==> src/hdl/uart_regs_pkg.sv <==
package uart_regs_pkg;
  localparam logic [3:0] OFS_HOLDING = 4'h0;
  localparam logic [3:0] OFS_INT_ENABLES = 4'h1;
  localparam logic [7:0] RST_HOLDING = 8'h00;
  localparam logic [7:0] RST_DIVISOR_LOW = 8'h01;
  localparam logic [7:0] RST_INT_ENABLES = 8'h00;
  localparam logic [7:0] LCR_ENHANCED_ACCESS = 8'hBF;
  localparam int LCR_DIV_ACCESS_BIT = 7;
  localparam int EFR_ENHANCED_BIT = 4;
  localparam int IE_CTS_BIT = 7;
  localparam int IE_RTS_BIT = 6;
  localparam int IE_XOFF_BIT = 5;
  localparam int IE_SLEEP_BIT = 4;
  localparam int IE_MODEM_BIT = 3;
  localparam int IE_LINE_STATUS_BIT = 2;
  localparam int IE_TX_READY_BIT = 1;
  localparam int IE_RX_READY_BIT = 0;
  localparam int FIFO_DEPTH = 64;
  localparam logic [6:0] TX_TRIG_0 = 7'd8;
  localparam logic [6:0] TX_TRIG_1 = 7'd16;
  localparam logic [6:0] TX_TRIG_2 = 7'd32;
  localparam logic [6:0] TX_TRIG_3 = 7'd56;
endpackage : uart_regs_pkg

==> src/hdl/char_fifo.sv <==
`timescale 1ns/1ps
module char_fifo #(
  parameter int WIDTH = 8,
  parameter int DEPTH = 64
) (
  input wire logic mclk_i,
  input wire logic nrst_i,
  input wire logic clear_i,
  input wire logic fifo_mode_i,
  input wire logic push_i,
  input wire logic [WIDTH-1:0] push_data_i,
  input wire logic pop_i,
  output logic [WIDTH-1:0] head_o,
  output logic [$clog2(DEPTH):0] count_o
);
  localparam int AW = $clog2(DEPTH);
  logic [WIDTH-1:0] mem [DEPTH];
  logic [AW-1:0] rd_ptr;
  logic [AW-1:0] wr_ptr;
  logic [AW:0] cap;
  logic do_push;
  logic do_pop;

  // Single slot outside fifo mode
  assign cap = fifo_mode_i ? (AW+1)'(DEPTH) : (AW+1)'(1);
  assign do_push = push_i && (count_o < cap);
  assign do_pop = pop_i && (count_o != '0);
  assign head_o = mem[rd_ptr];

  always_ff @(posedge mclk_i) begin
    if (do_push) begin
      mem[wr_ptr] <= push_data_i;
    end
  end

  always_ff @(posedge mclk_i or negedge nrst_i) begin
    if (!nrst_i) begin
      rd_ptr <= '0;
      wr_ptr <= '0;
      count_o <= '0;
    end else if (clear_i) begin
      rd_ptr <= '0;
      wr_ptr <= '0;
      count_o <= '0;
    end else begin
      if (do_push) begin
        wr_ptr <= wr_ptr + AW'(1);
      end
      if (do_pop) begin
        rd_ptr <= rd_ptr + AW'(1);
      end
      count_o <= count_o + (AW+1)'(do_push) - (AW+1)'(do_pop);
    end
  end
endmodule : char_fifo

==> src/hdl/uart_holding_and_irq_enable_regs.sv <==
`timescale 1ns/1ps
// Contract
// - Offset 0, divisor access clear: holding registers
// - Receive read pops oldest receive entry
// - Transmit write appends; dropped when full
// - Divisor low at 0 when access, not enhanced
// - Divisor low is one, power-on reset only
// - Interrupt enables at offset 1, reset zero
// - Upper enable bits need enhanced enable
// - Bits 7,6,5 enable flow change interrupts
// - Bits 3,2,0 enable modem, line, data
// - Bit 1 enables transmit-ready on free space
// - Sleep only when idle, quiet, empty
// - Wake on modem toggle, rx low, tx write
// - Sleep stops oscillator and gates clock
// - Fifo mode holds sixty-four, else one
// - Transmit trigger codes 8,16,32,56 spaces
module uart_holding_and_irq_enable_regs
  import uart_regs_pkg::*;
#(
  parameter int DEPTH = FIFO_DEPTH
) (
  input wire logic mclk_i,
  input wire logic nrst_i,
  input wire logic soft_rst_i,
  input wire logic [3:0] reg_addr_i,
  input wire logic reg_wr_i,
  input wire logic reg_rd_i,
  input wire logic [7:0] reg_wdata_i,
  output logic [7:0] reg_rdata_o,
  input wire logic [7:0] line_control_i,
  input wire logic enhanced_en_i,
  input wire logic fifo_en_i,
  input wire logic [1:0] tx_trigger_i,
  input wire logic rx_fifo_clear_i,
  input wire logic tx_fifo_clear_i,
  input wire logic rx_push_i,
  input wire logic [7:0] rx_data_i,
  input wire logic tx_pop_i,
  input wire logic int_pending_i,
  input wire logic modem_change_i,
  input wire logic rx_pin_i,
  output logic [7:0] tx_head_o,
  output logic tx_avail_o,
  output logic rx_avail_o,
  output logic [7:0] divisor_low_o,
  output logic [7:0] int_enables_o,
  output logic tx_ready_irq_o,
  output logic sleep_o,
  output logic osc_en_o
);
  localparam int CW = $clog2(DEPTH) + 1;
  logic [7:0] int_enables;
  logic [7:0] divisor_low;
  logic [7:0] rx_head;
  logic [7:0] tx_head_c;
  logic [CW-1:0] rx_count;
  logic [CW-1:0] tx_count;
  logic [CW-1:0] tx_free;
  logic [6:0] tx_thresh;
  logic div_access;
  logic sel_hold;
  logic sel_div;
  logic sel_ie;
  logic tx_write;
  logic rx_read;
  logic tx_ok;
  logic can_sleep;
  logic wake;
  logic next_tx_ready;
  logic soft_clr;
  logic [7:0] ie_mask;

  typedef enum logic [0:0] {AWAKE, ASLEEP} power_e;
  power_e power_state;

  assign div_access = line_control_i[LCR_DIV_ACCESS_BIT];
  assign sel_hold = (reg_addr_i == OFS_HOLDING) && !div_access;
  assign sel_div = (reg_addr_i == OFS_HOLDING) && div_access
                   && (line_control_i != LCR_ENHANCED_ACCESS);
  assign sel_ie = (reg_addr_i == OFS_INT_ENABLES) && !div_access;
  assign tx_write = reg_wr_i && sel_hold;
  assign rx_read = reg_rd_i && sel_hold;
  assign soft_clr = soft_rst_i;

  char_fifo #(.WIDTH(8), .DEPTH(DEPTH)) u_rx_fifo (
    .mclk_i(mclk_i),
    .nrst_i(nrst_i),
    .clear_i(rx_fifo_clear_i || soft_clr),
    .fifo_mode_i(fifo_en_i),
    .push_i(rx_push_i),
    .push_data_i(rx_data_i),
    .pop_i(rx_read),
    .head_o(rx_head),
    .count_o(rx_count)
  );

  char_fifo #(.WIDTH(8), .DEPTH(DEPTH)) u_tx_fifo (
    .mclk_i(mclk_i),
    .nrst_i(nrst_i),
    .clear_i(tx_fifo_clear_i || soft_clr),
    .fifo_mode_i(fifo_en_i),
    .push_i(tx_write),
    .push_data_i(reg_wdata_i),
    .pop_i(tx_pop_i),
    .head_o(tx_head_c),
    .count_o(tx_count)
  );

  assign tx_ok = fifo_en_i ? (tx_count < CW'(DEPTH)) : (tx_count == '0);

  // Read data; empty receive read returns whatever the head slot holds
  always_ff @(posedge mclk_i or negedge nrst_i) begin
    if (!nrst_i) begin
      reg_rdata_o <= RST_HOLDING;
    end else if (soft_clr) begin
      reg_rdata_o <= RST_HOLDING;
    end else if (rx_read) begin
      reg_rdata_o <= rx_head;
    end else if (reg_rd_i && sel_ie) begin
      reg_rdata_o <= int_enables;
    end else if (reg_rd_i) begin
      reg_rdata_o <= 8'h00;
    end
  end

  // Divisor low survives software reset
  always_ff @(posedge mclk_i or negedge nrst_i) begin
    if (!nrst_i) begin
      divisor_low <= RST_DIVISOR_LOW;
    end else if (reg_wr_i && sel_div) begin
      divisor_low <= reg_wdata_i;
    end
  end

  assign ie_mask = enhanced_en_i ? 8'hFF : 8'h0F;

  always_ff @(posedge mclk_i or negedge nrst_i) begin
    if (!nrst_i) begin
      int_enables <= RST_INT_ENABLES;
    end else if (soft_clr) begin
      int_enables <= RST_INT_ENABLES;
    end else if (reg_wr_i && sel_ie) begin
      int_enables <= (reg_wdata_i & ie_mask) | (int_enables & ~ie_mask);
    end
  end

  always_comb begin
    case (tx_trigger_i)
      2'b00: tx_thresh = TX_TRIG_0;
      2'b01: tx_thresh = TX_TRIG_1;
      2'b10: tx_thresh = TX_TRIG_2;
      2'b11: tx_thresh = TX_TRIG_3;
      default: tx_thresh = TX_TRIG_0;
    endcase
  end

  assign tx_free = CW'(DEPTH) - tx_count;
  assign next_tx_ready = int_enables[IE_TX_READY_BIT] &&
    (fifo_en_i ? (tx_free > CW'(tx_thresh)) : (tx_count == '0));

  always_ff @(posedge mclk_i or negedge nrst_i) begin
    if (!nrst_i) begin
      tx_ready_irq_o <= 1'b0;
    end else begin
      tx_ready_irq_o <= next_tx_ready;
    end
  end

  assign can_sleep = int_enables[IE_SLEEP_BIT] && !int_pending_i && !modem_change_i
                     && rx_pin_i && (rx_count == '0) && (tx_count == '0);
  assign wake = modem_change_i || !rx_pin_i || tx_write;

  always_ff @(posedge mclk_i or negedge nrst_i) begin
    if (!nrst_i) begin
      power_state <= AWAKE;
    end else begin
      case (power_state)
        AWAKE: begin
          if (can_sleep && !tx_write) begin
            power_state <= ASLEEP;
          end
        end
        ASLEEP: begin
          if (wake || !int_enables[IE_SLEEP_BIT]) begin
            power_state <= AWAKE;
          end
        end
        default: power_state <= AWAKE;
      endcase
    end
  end

  always_ff @(posedge mclk_i or negedge nrst_i) begin
    if (!nrst_i) begin
      sleep_o <= 1'b0;
      osc_en_o <= 1'b1;
      tx_head_o <= 8'h00;
      tx_avail_o <= 1'b0;
      rx_avail_o <= 1'b0;
      divisor_low_o <= RST_DIVISOR_LOW;
      int_enables_o <= RST_INT_ENABLES;
    end else begin
      sleep_o <= (power_state == ASLEEP);
      osc_en_o <= (power_state != ASLEEP);
      tx_head_o <= tx_head_c;
      tx_avail_o <= (tx_count != '0);
      rx_avail_o <= (rx_count != '0);
      divisor_low_o <= divisor_low;
      int_enables_o <= int_enables;
    end
  end

  property p_div_write;
    @(posedge mclk_i) disable iff (!nrst_i)
      (reg_wr_i && sel_div) |=> (divisor_low == $past(reg_wdata_i));
  endproperty
  a_div_write: assert property (p_div_write) else $error("divisor write lost");

  property p_div_soft;
    @(posedge mclk_i) disable iff (!nrst_i)
      (soft_rst_i && !(reg_wr_i && sel_div)) |=> $stable(divisor_low);
  endproperty
  a_div_soft: assert property (p_div_soft) else $error("divisor changed by soft reset");

  property p_ie_upper;
    @(posedge mclk_i) disable iff (!nrst_i)
      (!enhanced_en_i && !soft_rst_i) |=> (int_enables[7:4] == $past(int_enables[7:4]));
  endproperty
  a_ie_upper: assert property (p_ie_upper) else $error("upper enables changed");

  property p_ie_write;
    @(posedge mclk_i) disable iff (!nrst_i)
      (reg_wr_i && sel_ie && !soft_rst_i) |=> (int_enables[3:0] == $past(reg_wdata_i[3:0]));
  endproperty
  a_ie_write: assert property (p_ie_write) else $error("enable write lost");

  property p_rx_pop;
    @(posedge mclk_i) disable iff (!nrst_i)
      (rx_read && rx_count != '0 && !rx_push_i && !rx_fifo_clear_i && !soft_rst_i)
        |=> (rx_count == $past(rx_count) - CW'(1));
  endproperty
  a_rx_pop: assert property (p_rx_pop) else $error("receive read did not pop");

  property p_tx_push;
    @(posedge mclk_i) disable iff (!nrst_i)
      (tx_write && !tx_pop_i && !tx_fifo_clear_i && !soft_rst_i)
        |=> (tx_count == $past(tx_count) + CW'($past(tx_ok)));
  endproperty
  a_tx_push: assert property (p_tx_push) else $error("transmit push wrong");

  property p_sleep_cond;
    @(posedge mclk_i) disable iff (!nrst_i)
      (power_state == AWAKE && !can_sleep) |=> (power_state == AWAKE);
  endproperty
  a_sleep_cond: assert property (p_sleep_cond) else $error("slept while busy");

  property p_wake;
    @(posedge mclk_i) disable iff (!nrst_i)
      (power_state == ASLEEP && wake) |=> (power_state == AWAKE) ##1 osc_en_o;
  endproperty
  a_wake: assert property (p_wake) else $error("no wake");

  property p_tx_ready;
    @(posedge mclk_i) disable iff (!nrst_i)
      (int_enables[IE_TX_READY_BIT] && !fifo_en_i && tx_count == '0) |=> tx_ready_irq_o;
  endproperty
  a_tx_ready: assert property (p_tx_ready) else $error("tx ready missing");

  property p_rd_hold;
    @(posedge mclk_i) disable iff (!nrst_i)
      (rx_read && !soft_rst_i) |=> (reg_rdata_o == $past(rx_head));
  endproperty
  a_rd_hold: assert property (p_rd_hold) else $error("receive read data wrong");

  property p_rd_ie;
    @(posedge mclk_i) disable iff (!nrst_i)
      (reg_rd_i && sel_ie && !soft_rst_i) |=> (reg_rdata_o == $past(int_enables));
  endproperty
  a_rd_ie: assert property (p_rd_ie) else $error("enable read data wrong");

  property p_rd_unmapped;
    @(posedge mclk_i) disable iff (!nrst_i)
      (reg_rd_i && !sel_hold && !sel_ie && !soft_rst_i) |=> (reg_rdata_o == 8'h00);
  endproperty
  a_rd_unmapped: assert property (p_rd_unmapped) else $error("unmapped read not zero");

  property p_div_blocked;
    @(posedge mclk_i) disable iff (!nrst_i)
      (reg_wr_i && (reg_addr_i == OFS_HOLDING) && (line_control_i == LCR_ENHANCED_ACCESS))
        |=> $stable(divisor_low);
  endproperty
  a_div_blocked: assert property (p_div_blocked) else $error("divisor written in enhanced");

  property p_ie_mirror;
    @(posedge mclk_i) disable iff (!nrst_i)
      1'b1 |=> (int_enables_o == $past(int_enables));
  endproperty
  a_ie_mirror: assert property (p_ie_mirror) else $error("enable bits not mirrored");

  property p_sleep_gate;
    @(posedge mclk_i) disable iff (!nrst_i)
      (power_state == ASLEEP) |=> (sleep_o && !osc_en_o);
  endproperty
  a_sleep_gate: assert property (p_sleep_gate) else $error("clock not gated in sleep");

  property p_tx_full_irq;
    @(posedge mclk_i) disable iff (!nrst_i)
      (fifo_en_i && (tx_count == CW'(DEPTH))) |=> !tx_ready_irq_o;
  endproperty
  a_tx_full_irq: assert property (p_tx_full_irq) else $error("tx ready while full");

  property p_tx_empty_irq;
    @(posedge mclk_i) disable iff (!nrst_i)
      (int_enables[IE_TX_READY_BIT] && fifo_en_i && (tx_count == '0)) |=> tx_ready_irq_o;
  endproperty
  a_tx_empty_irq: assert property (p_tx_empty_irq) else $error("tx ready missing empty");
endmodule : uart_holding_and_irq_enable_regs

==> config.mk <==
export PLATFORM = sky130hd
export DESIGN_NAME = uart_holding_and_irq_enable_regs
export DESIGN_NICKNAME = d
export VERILOG_FILES = /design/src/hdl/uart_regs_pkg.sv /design/src/hdl/char_fifo.sv /design/src/hdl/uart_holding_and_irq_enable_regs.sv
export SDC_FILE = /design/constraint.sdc
export NUM_CORES = 1
export LEC_CHECK = 0
export ABC_AREA = 1
export BUFFER_PORTS_ARGS = -buffer_cell sky130_fd_sc_hd__buf_2
export CAP_MARGIN = 10
export CORE_MARGIN = 1
export CORE_UTILIZATION = 29
export DETAILED_ROUTE_END_ITERATION = 12
export SKIP_CTS_REPAIR_TIMING = 1
export SYNTH_ARGS = -nofsm -noshare
export SYNTH_HDL_FRONTEND = slang
export SYNTH_HIERARCHICAL = 1
export SYNTH_SLANG_ARGS = --single-unit
==> constraint.sdc <==
create_clock -name mclk_i -period 3.5 [get_ports mclk_i]
set_clock_uncertainty 0.15 [all_clocks]
set_input_delay 0.525 -clock mclk_i [delete_from_list [all_inputs] [get_ports mclk_i]]
set_output_delay 0.525 -clock mclk_i [all_outputs]
set_load 0.005 [all_outputs]
==> run metrics <==
Power, Total 28.9 mW; worst-path fanout max 4; predominant post-synthesis flop cell edfxtp_1; DRC 0; Area Overhead vs Synth 15.9%; Reg2Reg Launch Point u_rx_fifo/count_o[5]; syn avg cell area 10.6 um^2; leakage 21.6 nW; final worst slack 428 ps; ranking of synthesized cells by area edfxtp_1, nand2_1, nand3_1; clk_lat worst skew 720 ps; vias in the first global route 31.4k; post-synth design cell area 47800 um^2; crit path capture u_rx_fifo/count_o[6]; worst r2r path cells 15; CP endpoint kind flip-flop; post-synthesis cell type count 39; crit share post-route 0.878; CTS tree yes; CTS Buf Count 106; Peak VDD IR 0.000397 V; most numerous cell in the Yosys netlist nand2_1; die height 408 um; total congestion overflow 0; Hold Crit Class in2reg; Synth Instances 4516; Pwr Density 522 nW/um^2; Post-synth top cells nand2_1, edfxtp_1, nand3_1; Slew headroom 0.347; DP Wirelength 79.7 mm; Synth area leader edfxtp_1; DR vias/cell 4.67; TritonRoute pass-1 iters 8; share of layout cells above drive strength 1 0.103; Worst Setup SP u_rx_fifo/count_o[5]; Slew @ Worst Pin 978 ps; Die Width 408 um; drt wl/cell 18.4 um; Bufs on Longest Clock Path 3; worst hold path cell count 3; CP Data Required Time 3990 ps; FMAX 0.326 GHz; pin count of the biggest net entering global routing 161; CTS sink count 1116; WP data arrival 3560 ps; Startpoint Class flip-flop; Syn Nets 4599; core area 163000 um^2; Crit Reg-Reg Endpoint u_rx_fifo/count_o[6]; Initial Utilization 0.293; sequential area share after synthesis 0.691; final wirelength 128 mm; post-route antenna net violation count 0; Max Cap Viol 0; number of port buffers 80; Fin. Hold Viols 0; EDFF count, synth 1024; clock-pin slew on the worst setup and hold paths 70 ps; R2R Setup Slk 430 ps; RSZ-0062 raised after global routing no; first-pass GRT wire length 194 mm; final count of pins violating max slew 0; Final min period 3070 ps; initial drt markers 3536; status finished, final reports clean; asr flop ratio synth 0.0824; Setup WS pre-CTS 261 ps; Finished Layout Cells 6970; setup TNS 0 ps; CTS H-tree lvls 3; n_diodes 0; Clock Tree Root clkbuf_16; # IOs 81; Die ar. 167000 um^2; WS Path Type reg2reg; final setup fails 0; GPL Wtd Cong 0.874; DP Cell Count 6767; antenna violations before repair 13; top cell type's share of synthesized area 0.643; site row count 148; Fin Hold WS 10.2 ps; Seq cells post-synth 1116; total global-route track usage 0.152; via count 32.5k; # nets final 4787; count of warnings emitted by yosys 6
[layout by cell type, fill, tap and decap left out, types with 3 or more instances in the layout]
cell	Yosys	routed
nor2_1	337	337
o21ai_0	76	76
o211ai_1	48	48
nand3_1	600	600
inv_6	0	4
o21bai_1	3	3
dfrtp_1	89	85
clkinvlp_4	0	4
nand4_4	6	6
clkinv_1	9	30
dfrtp_4	0	4
bufinv_16	0	11
buf_2	136	79
clkinv_2	0	30
nand2_2	3	3
clkbuf_16	0	109
nor3_1	6	6
ha_1	37	37
a21oi_1	87	87
dfstp_2	3	3
buf_4	7	186
nand4_1	13	13
inv_1	411	409
edfxtp_1	1024	1024
dlygate4sd3_1	0	4
xor2_1	6	6
o21ai_2	4	4
or2_2	3	3
buf_12	0	29
nand2_1	1511	1511
clkbuf_8	0	3
clkbuf_1	67	15
[power by group]
part           switching (mW)  internal (mW)  total, mW  leakage [nW]
Sequential              0.104           14.7       14.8          10.4
Clock                    4.97           6.57       11.5          1.72
Combinational            1.85          0.773       2.62          9.50
[per-stage QoR]
step	utilization	area, um^2
2_1_floorplan	-	47800
3_3_place_gp	0.318	51900
3_5_place_dp	0.318	51900
4_1_cts	0.339	55400
5_1_grt	0.340	55500
6_report	0.340	55500
[worst min path at each step]
stage                     slack (ps)            from                to
after floorplan                   80          nrst_i    divisor_low[1]
after global placement           210  divisor_low[0]  divisor_low_o[0]
after detailed placement         210  divisor_low[0]  divisor_low_o[0]
after CTS                       -290          nrst_i    reg_rdata_o[0]
after global routing              20       fifo_en_i    tx_ready_irq_o
final                             10       fifo_en_i    tx_ready_irq_o
[state kept, by name, summed over array words and instances (netlist names)]
register / cells
tx_ready_irq_o: 1
int_enables_o: 8
u_rx_fifo/mem: 512
osc_en_o: 1
power_state: 1
rx_avail_o: 1
tx_avail_o: 1
u_rx_fifo/rd_ptr: 6
u_rx_fifo/count_o: 7
reg_rdata_o: 8
divisor_low_o: 8
divisor_low: 8
u_tx_fifo/rd_ptr: 6
int_enables: 8
u_tx_fifo/mem: 512
sleep_o: 1
tx_head_o: 8
u_tx_fifo/count_o: 7
u_tx_fifo/wr_ptr: 6
u_rx_fifo/wr_ptr: 6
[area by class of cell]
cell class,instances,area [um^2]
clock inverter,72,678
clock buffer,127,2830
timing repair buffer,298,2410
fill,16300,108000
sequential,1116,33100
tap,2175,2720
multi-input combinational,2760,12200
inverter,422,1600
[metal layers]
metal  vias up  global-route usage  wire, um
li1      15400                   -         -
met1     15800               0.215     57300
met2      1164               0.236     57900
met3       163              0.0302     10300
met4        14              0.0394      2420
met5         -                   0        91
[kinds of logic after synthesis]
kind of cell,Yosys count,share of synthesized area
AO/OA/AOI/OAI,225,0.0269
XOR/XNOR,8,0.00146
flip-flops,1116,0.691
buffers and inverters,640,0.0548
AND/OR/NAND/NOR,2488,0.215
adder cells (fa/ha/maj),39,0.0105
[critical path, stage by stage, from the launching register on]
cell and delay, ps:
dfrtp_1 420, inv_1 130, ha_1 160, nand4_1 80
o21ai_0 420, inv_1 130, ha_1 310, inv_1 50
ha_1 170, inv_1 60, fa_1 390, inv_1 90
nand4_1 90, nand3_1 120, o21ai_0 80, a21oi_1 120
No activity file was read; power rests on OpenSTA's default activity.
